**src/verilog/ddcs_pkg.sv**
```systemverilog
// Constants for the drive configuration, selection and start-up controller.
// Assumes a single 10 MHz clock and software access over APB.
// Summary of operation
// - A drive cabled radially sees itself selected at all times, whatever the select lines do.
// - Three switches are decoded: factory test or normal, motor control option, serial or step mode.
// - With five select positions, position five selects permanently and positions one to four set the chain address.
// - With the motor control option on, the spindle stays stopped after power-up until a motor-on command.
// - At power-up with motor control on, attention is raised and status bits 8 and 9 are set.
// - Once the spindle is in tolerance, 20 tuning seeks run and the heads go to cylinder 00.
// - In normal operation the indicator lights whenever the drive is selected.
// - The indicator flashes on a locked rotor, overspeed beyond 30 seconds, or 6 failed head loads.
package ddcs_pkg;
	localparam logic [11:0] DDCS_CTRL_ADDR     = 12'h000;
	localparam logic [11:0] DDCS_STATUS_ADDR   = 12'h004;
	localparam logic [11:0] DDCS_CMD_ADDR      = 12'h008;
	localparam logic [11:0] DDCS_CTRL_RESET    = 12'h004;
	localparam int          DDCS_CTRL_RADIAL   = 0;
	localparam int          DDCS_CTRL_TEST     = 1;
	localparam int          DDCS_CTRL_MOTOR    = 2;
	localparam int          DDCS_CTRL_SERIAL   = 3;
	localparam int          DDCS_CTRL_FIVE_POS = 4;
	localparam int          DDCS_CTRL_JUMPER   = 5;
	localparam int          DDCS_CMD_CLR_ATTN  = 0;
	localparam int          DDCS_CMD_MOTOR_ON  = 1;
	localparam int          DDCS_ST_POR_BIT    = 8;
	localparam int          DDCS_ST_STOP_BIT   = 9;
	localparam int          DDCS_ST_READY_BIT  = 0;
	localparam int          DDCS_ST_ATTN_BIT   = 1;
	localparam int          DDCS_ST_FAIL_BIT   = 2;
	localparam int          DDCS_ST_SEL_BIT    = 3;
	localparam int          DDCS_ST_SPIN_BIT   = 4;
	localparam int          DDCS_ST_SEEKS_LSB  = 16;
	localparam int          DDCS_ST_ADDR_LSB   = 24;
	localparam int          DDCS_MAX_SEEKS     = 20;
	localparam int          DDCS_LOAD_TRIES    = 6;
	localparam int          DDCS_CLK_HZ        = 10_000_000;
	localparam int          DDCS_OVERSPEED_S   = 30;
	localparam longint      DDCS_OVERSPEED_CYC = longint'(DDCS_OVERSPEED_S) * DDCS_CLK_HZ;
	localparam int          DDCS_FLASH_CYC     = 2_500_000;
	typedef enum logic [4:0] {
		DDCS_S_STOPPED = 5'b00001,
		DDCS_S_SPINUP  = 5'b00010,
		DDCS_S_TUNE    = 5'b00100,
		DDCS_S_LOAD    = 5'b01000,
		DDCS_S_READY   = 5'b10000
	} ddcs_state_t;
endpackage

```
**src/verilog/ddcs_top.sv**
```systemverilog
// Drive configuration, selection, power-up sequence and indicator control.
// Assumes APB master on i_clk, servo status inputs synchronous to i_clk.
//
// The register offsets and the APB slave port were decided locally.
`timescale 1ns/1ps
module ddcs_top #(
	parameter int             SEL_W        = 4,
	parameter longint         OVERSPEED_CYC = ddcs_pkg::DDCS_OVERSPEED_CYC,
	parameter int             FLASH_CYC    = ddcs_pkg::DDCS_FLASH_CYC
) (
	input  wire logic             i_clk,
	input  wire logic             i_srst,
	input  wire logic             i_psel,
	input  wire logic             i_penable,
	input  wire logic             i_pwrite,
	input  wire logic [11:0]      i_paddr,
	input  wire logic [31:0]      i_pwdata,
	output logic                  o_pready,
	output logic                  o_pslverr,
	output logic [31:0]           o_prdata,
	input  wire logic [SEL_W-1:0] i_drive_select,
	input  wire logic             i_speed_ok,
	input  wire logic             i_overspeed,
	input  wire logic             i_rotor_locked,
	input  wire logic             i_seek_done,
	input  wire logic             i_head_load_ok,
	input  wire logic             i_head_load_fail,
	output logic                  o_attention,
	output logic                  o_ready,
	output logic                  o_selected,
	output logic                  o_spindle_on,
	output logic                  o_seek_start,
	output logic                  o_seek_to_zero,
	output logic                  o_head_load,
	output logic                  o_indicator,
	output logic                  o_factory_test,
	output logic                  o_serial_mode
);
	import ddcs_pkg::*;

	function automatic logic [2:0] ddcs_jumper_addr(input logic [2:0] j);
		ddcs_jumper_addr = (j > 3'h3) ? 3'h3 : j;
	endfunction

	logic [11:0] ctrl;
	logic [11:0] next_ctrl;
	logic        por;
	logic        next_por;
	logic        attn;
	logic        next_attn;
	logic        motor_cmd;
	logic        next_motor_cmd;
	ddcs_state_t state;
	ddcs_state_t next_state;
	logic [4:0]  seeks;
	logic [4:0]  next_seeks;
	logic [2:0]  tries;
	logic [2:0]  next_tries;
	logic        busy;
	logic        next_busy;
	logic        fail;
	logic        next_fail;
	logic [31:0] ospd_cnt;
	logic [31:0] next_ospd_cnt;
	logic [21:0] flash_cnt;
	logic [21:0] next_flash_cnt;
	logic        flash;
	logic        next_flash;
	logic        pready;
	logic        next_pready;
	logic        pslverr;
	logic        next_pslverr;
	logic [31:0] prdata;
	logic [31:0] next_prdata;
	logic        sel;
	logic        next_sel;
	logic        ind;
	logic        next_ind;
	logic        seek_start;
	logic        next_seek_start;
	logic        head_load;
	logic        next_head_load;

	logic        setup;
	logic        access;
	logic        wr_ctrl;
	logic        wr_cmd;
	logic        motor_opt;
	logic [2:0]  jaddr;
	logic [31:0] status_word;

	assign setup     = i_psel && !i_penable;
	// Writes land only at the edge that completes the access phase.
	assign access    = i_psel && i_penable && pready;
	assign wr_ctrl   = access && i_pwrite && (i_paddr == DDCS_CTRL_ADDR);
	assign wr_cmd    = access && i_pwrite && (i_paddr == DDCS_CMD_ADDR);
	assign motor_opt = ctrl[DDCS_CTRL_MOTOR];
	assign jaddr     = ddcs_jumper_addr(ctrl[DDCS_CTRL_JUMPER+:3]);

	always_comb begin
		status_word = 32'h0;
		status_word[DDCS_ST_READY_BIT] = (state == DDCS_S_READY) && !fail;
		status_word[DDCS_ST_ATTN_BIT]  = attn;
		status_word[DDCS_ST_FAIL_BIT]  = fail;
		status_word[DDCS_ST_SEL_BIT]   = sel;
		status_word[DDCS_ST_SPIN_BIT]  = (state != DDCS_S_STOPPED);
		status_word[DDCS_ST_POR_BIT]   = por;
		status_word[DDCS_ST_STOP_BIT]  = (state == DDCS_S_STOPPED);
		status_word[DDCS_ST_SEEKS_LSB+:5] = seeks;
		status_word[DDCS_ST_ADDR_LSB+:3]  = jaddr;
	end

	// APB slave: answers in the access cycle after setup; unmapped addresses error.
	always_comb begin
		next_pready  = setup;
		next_pslverr = 1'b0;
		next_prdata  = 32'h0;
		next_ctrl    = ctrl;
		if (setup) begin
			case (i_paddr)
				DDCS_CTRL_ADDR: begin
					next_prdata = {20'h0, ctrl};
				end
				DDCS_STATUS_ADDR: begin
					next_prdata = status_word;
					next_pslverr = i_pwrite;
				end
				DDCS_CMD_ADDR: begin
					next_prdata = 32'h0;
				end
				default: begin
					next_pslverr = 1'b1;
				end
			endcase
		end
		if (wr_ctrl) begin
			next_ctrl = i_pwdata[11:0];
		end
	end

	// Power-on attention and motor command handling.
	always_comb begin
		next_por       = por;
		next_attn      = attn;
		next_motor_cmd = motor_cmd;
		if (wr_cmd && i_pwdata[DDCS_CMD_CLR_ATTN]) begin
			next_attn = 1'b0;
		end
		if (wr_cmd && i_pwdata[DDCS_CMD_MOTOR_ON] && !attn) begin
			next_motor_cmd = 1'b1;
			next_por       = 1'b0;
		end
		if (!motor_opt) begin
			next_por  = 1'b0;
			next_attn = 1'b0;
		end
	end

	// Spin-up, tuning seeks and head load sequence.
	always_comb begin
		next_state      = state;
		next_seeks      = seeks;
		next_tries      = tries;
		next_busy       = busy;
		next_fail       = fail;
		next_seek_start = 1'b0;
		next_head_load  = 1'b0;
		case (state)
			DDCS_S_STOPPED: begin
				if ((!motor_opt || motor_cmd) && !fail) begin
					next_state = DDCS_S_SPINUP;
				end
			end
			DDCS_S_SPINUP: begin
				if (i_speed_ok) begin
					next_state = DDCS_S_TUNE;
					next_seeks = 5'h0;
				end
			end
			DDCS_S_TUNE: begin
				if (!busy) begin
					next_busy       = 1'b1;
					next_seek_start = 1'b1;
				end else if (i_seek_done) begin
					next_busy  = 1'b0;
					next_seeks = seeks + 5'h1;
					if (seeks == 5'(DDCS_MAX_SEEKS - 1)) begin
						next_state = DDCS_S_LOAD;
						next_tries = 3'h0;
					end
				end
			end
			DDCS_S_LOAD: begin
				if (!busy) begin
					next_busy      = 1'b1;
					next_head_load = 1'b1;
				end else if (i_head_load_ok) begin
					next_busy  = 1'b0;
					next_state = DDCS_S_READY;
				end else if (i_head_load_fail) begin
					next_busy  = 1'b0;
					next_tries = tries + 3'h1;
					if (tries == 3'(DDCS_LOAD_TRIES - 1)) begin
						next_fail  = 1'b1;
						next_state = DDCS_S_STOPPED;
					end
				end
			end
			DDCS_S_READY: begin
				next_state = DDCS_S_READY;
			end
			default: begin
				next_state = DDCS_S_STOPPED;
			end
		endcase
		if (i_rotor_locked || (ospd_cnt == 32'(OVERSPEED_CYC))) begin
			next_fail = 1'b1;
		end
	end

	// Overspeed timer, flash timer, selection and indicator.
	always_comb begin
		next_ospd_cnt  = 32'h0;
		next_flash_cnt = flash_cnt + 22'h1;
		next_flash     = flash;
		if (i_overspeed) begin
			next_ospd_cnt = (ospd_cnt == 32'(OVERSPEED_CYC)) ? ospd_cnt : ospd_cnt + 32'h1;
		end
		if (flash_cnt == 22'(FLASH_CYC - 1)) begin
			next_flash_cnt = 22'h0;
			next_flash     = !flash;
		end
		if (ctrl[DDCS_CTRL_RADIAL] || (ctrl[DDCS_CTRL_FIVE_POS] && ctrl[DDCS_CTRL_JUMPER+:3] > 3'h3)) begin
			next_sel = 1'b1;
		end else begin
			next_sel = i_drive_select[jaddr[1:0]];
		end
		next_ind = fail ? flash : (!ctrl[DDCS_CTRL_TEST] && sel);
	end

	always_ff @(posedge i_clk) begin
		if (i_srst) begin
			ctrl       <= DDCS_CTRL_RESET;
			por        <= 1'b1;
			attn       <= 1'b1;
			motor_cmd  <= 1'b0;
			state      <= DDCS_S_STOPPED;
			seeks      <= 5'h0;
			tries      <= 3'h0;
			busy       <= 1'b0;
			fail       <= 1'b0;
			ospd_cnt   <= 32'h0;
			flash_cnt  <= 22'h0;
			flash      <= 1'b0;
			pready     <= 1'b0;
			pslverr    <= 1'b0;
			prdata     <= 32'h0;
			sel        <= 1'b0;
			ind        <= 1'b0;
			seek_start <= 1'b0;
			head_load  <= 1'b0;
		end else begin
			ctrl       <= next_ctrl;
			por        <= next_por;
			attn       <= next_attn;
			motor_cmd  <= next_motor_cmd;
			state      <= next_state;
			seeks      <= next_seeks;
			tries      <= next_tries;
			busy       <= next_busy;
			fail       <= next_fail;
			ospd_cnt   <= next_ospd_cnt;
			flash_cnt  <= next_flash_cnt;
			flash      <= next_flash;
			pready     <= next_pready;
			pslverr    <= next_pslverr;
			prdata     <= next_prdata;
			sel        <= next_sel;
			ind        <= next_ind;
			seek_start <= next_seek_start;
			head_load  <= next_head_load;
		end
	end

	always_ff @(posedge i_clk) begin
		if (i_srst) begin
			o_attention    <= 1'b0;
			o_ready        <= 1'b0;
			o_spindle_on   <= 1'b0;
			o_seek_to_zero <= 1'b0;
			o_factory_test <= 1'b0;
			o_serial_mode  <= 1'b0;
		end else begin
			o_attention    <= attn && motor_opt;
			o_ready        <= (state == DDCS_S_READY) && !fail;
			o_spindle_on   <= (state != DDCS_S_STOPPED);
			o_seek_to_zero <= (state == DDCS_S_LOAD);
			o_factory_test <= ctrl[DDCS_CTRL_TEST];
			o_serial_mode  <= ctrl[DDCS_CTRL_SERIAL];
		end
	end

	assign o_pready     = pready;
	assign o_pslverr    = pslverr;
	assign o_prdata     = prdata;
	assign o_selected   = sel;
	assign o_indicator  = ind;
	assign o_seek_start = seek_start;
	assign o_head_load  = head_load;
endmodule

```
**config.mk**
```make
export PLATFORM = sky130hd
export DESIGN_NAME = ddcs_top
export DESIGN_NICKNAME = d
export VERILOG_FILES = /design/src/verilog/ddcs_pkg.sv /design/src/verilog/ddcs_top.sv
export SDC_FILE = /design/constraint.sdc
export NUM_CORES = 1
export LEC_CHECK = 0
export ABC_AREA = 1
export BUFFER_PORTS_ARGS = -buffer_cell sky130_fd_sc_hd__buf_2
export CORE_UTILIZATION = 45
export CTS_CLUSTER_DIAMETER = 200
export DETAILED_ROUTE_END_ITERATION = 16
export HOLD_SLACK_MARGIN = 0.05
export PLACE_DENSITY = 0.66
export SYNTH_ARGS = -nofsm -noshare
export SYNTH_HDL_FRONTEND = slang
export SYNTH_SLANG_ARGS = --single-unit
```
**constraint.sdc**
```tcl
create_clock -name i_clk -period 2.85 [get_ports i_clk]
set_input_delay 0.285 -clock i_clk [delete_from_list [all_inputs] [get_ports i_clk]]
set_output_delay 0.285 -clock i_clk [all_outputs]
set_load 0.02 [all_outputs]
```
==> results.sh <==
export IMPL_dr_max_layer_used="met4"
export IMPL_muxShareOfSynthArea=0
export IMPL_ios=103
export IMPL_antenna_found_initial=0
export IMPL_wire_per_inst_um=12.5
export IMPL_slew_viol_final=0
export IMPL_die_w_um=113
export IMPL_gr_usage_all_layers=0.215
export IMPL_cts_sinks=117
export IMPL_setup_violations=0
export IMPL_tns_ns=0
export IMPL_fp_coreArea_sq_um=12000
export IMPL_numCtsBuffers=17
export IMPL_overflow=0
export IMPL_layout_drive_gt1_share=0.173
export IMPL_fillers=1227
export IMPL_area_delta_synth_final_pct=18.3
export IMPL_ant_nets=0
export IMPL_synthTopCellsByCount="153 x nand2_1, 117 x dfxtp_1, 115 x nor2_1"
export IMPL_fmax_mhz=505
export IMPL_yosysMostFrequentCell="nand2_1"
export IMPL_ys_ff_latch=117
export IMPL_cp_required_ns=3.12
export IMPL_met2WireLength_mm=5.72
export IMPL_cap_violations=0
export IMPL_synthXorXnorAreaFrac=0.0174
export IMPL_end_kind="flop"
export IMPL_gp_congestion=0.838
export IMPL_vias=5062
export IMPL_syn_cell_area_sq_um=5550
export IMPL_synth_adder_area_share=0.0135
export IMPL_rows=40
export IMPL_finalCritPeriodShare=0.695
export IMPL_crit_path_cell_trace="ha_1, nand2_1, inv_1, nand2_1, nor2_1, nand3_1, nand2_1, nor2_1"
export IMPL_avgSynthCellArea_sq_um=7.11
export IMPL_cts_tree="yes"
export IMPL_clockBufferDepth=2
export IMPL_power_density_nw_per_um2=664
export IMPL_met1Wirelength_mm=6.24
export IMPL_placed_cell_area_sq_um=5990
export IMPL_synth_area_leaders="dfxtp_1 42%, nand2_1 10%, nor2_1 7.8%"
export IMPL_synthFlopType="dfxtp_1"
export IMPL_min_path_type="in -> reg"
export IMPL_yosys_warnings=0
export IMPL_path_max_fanout=21
export IMPL_grt_max_degree=24
export IMPL_clkLatencyLatePin_ns=0.41
export IMPL_die_height_um=113
export IMPL_max_vdd_ir_drop_mv=0.458
export IMPL_clk_pin_slew_ns=0.05
export IMPL_worst_pin_slew_ns=0.762
export IMPL_drc=0
export IMPL_cpPeakStageDelay_ns=0.61
export IMPL_ys_types=42
export IMPL_cts_root_buf="clkbuf_16"
export IMPL_grt_pass1_vias=4772
export IMPL_nets=924
export IMPL_drt_initial_drc_count=320
export IMPL_route_met3_wl_um=649
export IMPL_cts_htree_levels=4
export IMPL_via_per_inst=4.97
export IMPL_synth_top_family_by_area="simple AND/OR/NAND/NOR gates"
export IMPL_synth_top_cell_area_share=0.422
export IMPL_synthSimpleGateAreaFrac=0.348
export IMPL_rsz0062_at_grt="false"
export IMPL_grt_first_pass_wirelength_mm=21.8
export IMPL_finalHoldViolCount=0
export IMPL_dp_hpwl_mm=9.02
export IMPL_synth_area_leader_cell="dfxtp_1"
export IMPL_crit_top_cell="nand2_1"
export IMPL_post_cts_buffers=0
export IMPL_p_leak_nw=2.61
export IMPL_run_status="finished clean"
export IMPL_worst_slew_margin_rel=0.491
export IMPL_path_class="reg -> reg"
export IMPL_num_antenna_cells=0
export IMPL_cts_resized=0
export IMPL_dieArea_sq_um=12800
export IMPL_fin_area_sq_um=6570
export IMPL_synth_edf_count=0
export IMPL_port_buffers=70
export IMPL_start_util=0.462
export IMPL_yosysSeqAreaShare=0.422
export IMPL_wl_mm=12.8
export IMPL_synth_compound_area_frac=0.107
export IMPL_synthArstFlopShare=0
export IMPL_worstSetupStartpointType="flop"
export IMPL_arrival_ns=2.25
export IMPL_period_needed_ns=1.98
export IMPL_drt_pass1_iter_count=5
export IMPL_fin_worst_skew_ns=0.00657
export IMPL_postCtsHoldBufs=0
export IMPL_critPathSlowestCell="nand2_1"
export IMPL_synthCells=781
cell families after synthesis:
kind of cell | after synthesis
xor+xnor | 11
buf+inv | 120
simple gates | 419
other cells | 1
flops | 117
fa+ha+maj | 6
compound gates | 107
sequential cells by signal, indices dropped and copies added (netlist names), 3 cells and up:
register   count
ctrl          12
o_prdata      20
seeks          5
state          5
flash_cnt     22
tries          3
ospd_cnt      32
per-layer routing:
layer,vias up,track usage
met1,2271,0.276
li1,2660,-
met3,13,0.0578
met2,118,0.346
met4,0,0.0789
met5,-,0
worst max-delay path, delay by kind of cell (launching register included):
family                   cells  cell delay, ns
flip-flops                   1            0.36
AND/OR/NAND/NOR              6            1.21
buffers and inverters        1            0.09
adder cells (fa/ha/maj)      1            0.18
where the power goes:
group	leakage (nW)	internal, mW	total (mW)	switching [mW]
Sequential	0.946	1.69	1.74	0.0503
Combinational	1.38	0.196	0.567	0.371
Clock	0.277	1.25	2.06	0.802
cell type report:
| cell class | count | area (sq um) | share of cell area |
|---|---|---|---|
| tap | 147 | 184 | 0.0280 |
| clock inverter | 13 | 124 | 0.0189 |
| multi-input combinational | 556 | 2750 | 0.418 |
| inverter | 96 | 360 | 0.0549 |
| timing repair buffer | 71 | 358 | 0.0545 |
| clock buffer | 19 | 453 | 0.0690 |
| sequential | 117 | 2340 | 0.357 |
per-stage QoR:
stage | utilization | std cells | hold WS [ns] | total power [mW] | worst slack [ns]
after detailed placement | 0.499 | 987 | 0.437 | 2.32 | 0.867
after CTS | 0.547 | 1019 | 0.0902 | 4.40 | 0.849
final | 0.547 | 1019 | 0.108 | 4.36 | 0.868
after global routing | 0.547 | 1019 | 0.104 | 4.57 | 0.557
after global placement | 0.499 | 987 | 0.428 | 2.32 | 0.873
after floorplan | - | 793 | 0.363 | 2.21 | 1.40
final timing paths:
kind / start / end / slack (ns) / cells past startpoint
worst max-delay path: flash_cnt[0]$_SDFF_PP0_ / flash_cnt[15]$_SDFF_PP0_ / 0.87 / 8
worst min-delay path: i_penable / o_pready$_SDFF_PP0_ / 0.11 / 2
worst max register to register: flash_cnt[0]$_SDFF_PP0_ / flash_cnt[15]$_SDFF_PP0_ / 0.87 / 8
worst min register to register: ctrl[10]$_SDFFE_PP0P_ / o_prdata[10]$_SDFF_PP0_ / 0.45 / 2
layout by cell type, fill, tap and decap left out, drive strengths merged, types with 7 or more instances in the layout:
| cell | n |
|---|---|
| nor2 | 132 |
| nand2 | 163 |
| dfxtp | 117 |
| o21ai | 37 |
| inv | 100 |
| nand3 | 52 |
| conb | 13 |
| nand4 | 19 |
| clkbuf | 19 |
| nor3 | 42 |
| xor2 | 7 |
| buf | 71 |
| a21oi | 59 |
No activity file was read; power rests on OpenSTA's default activity.
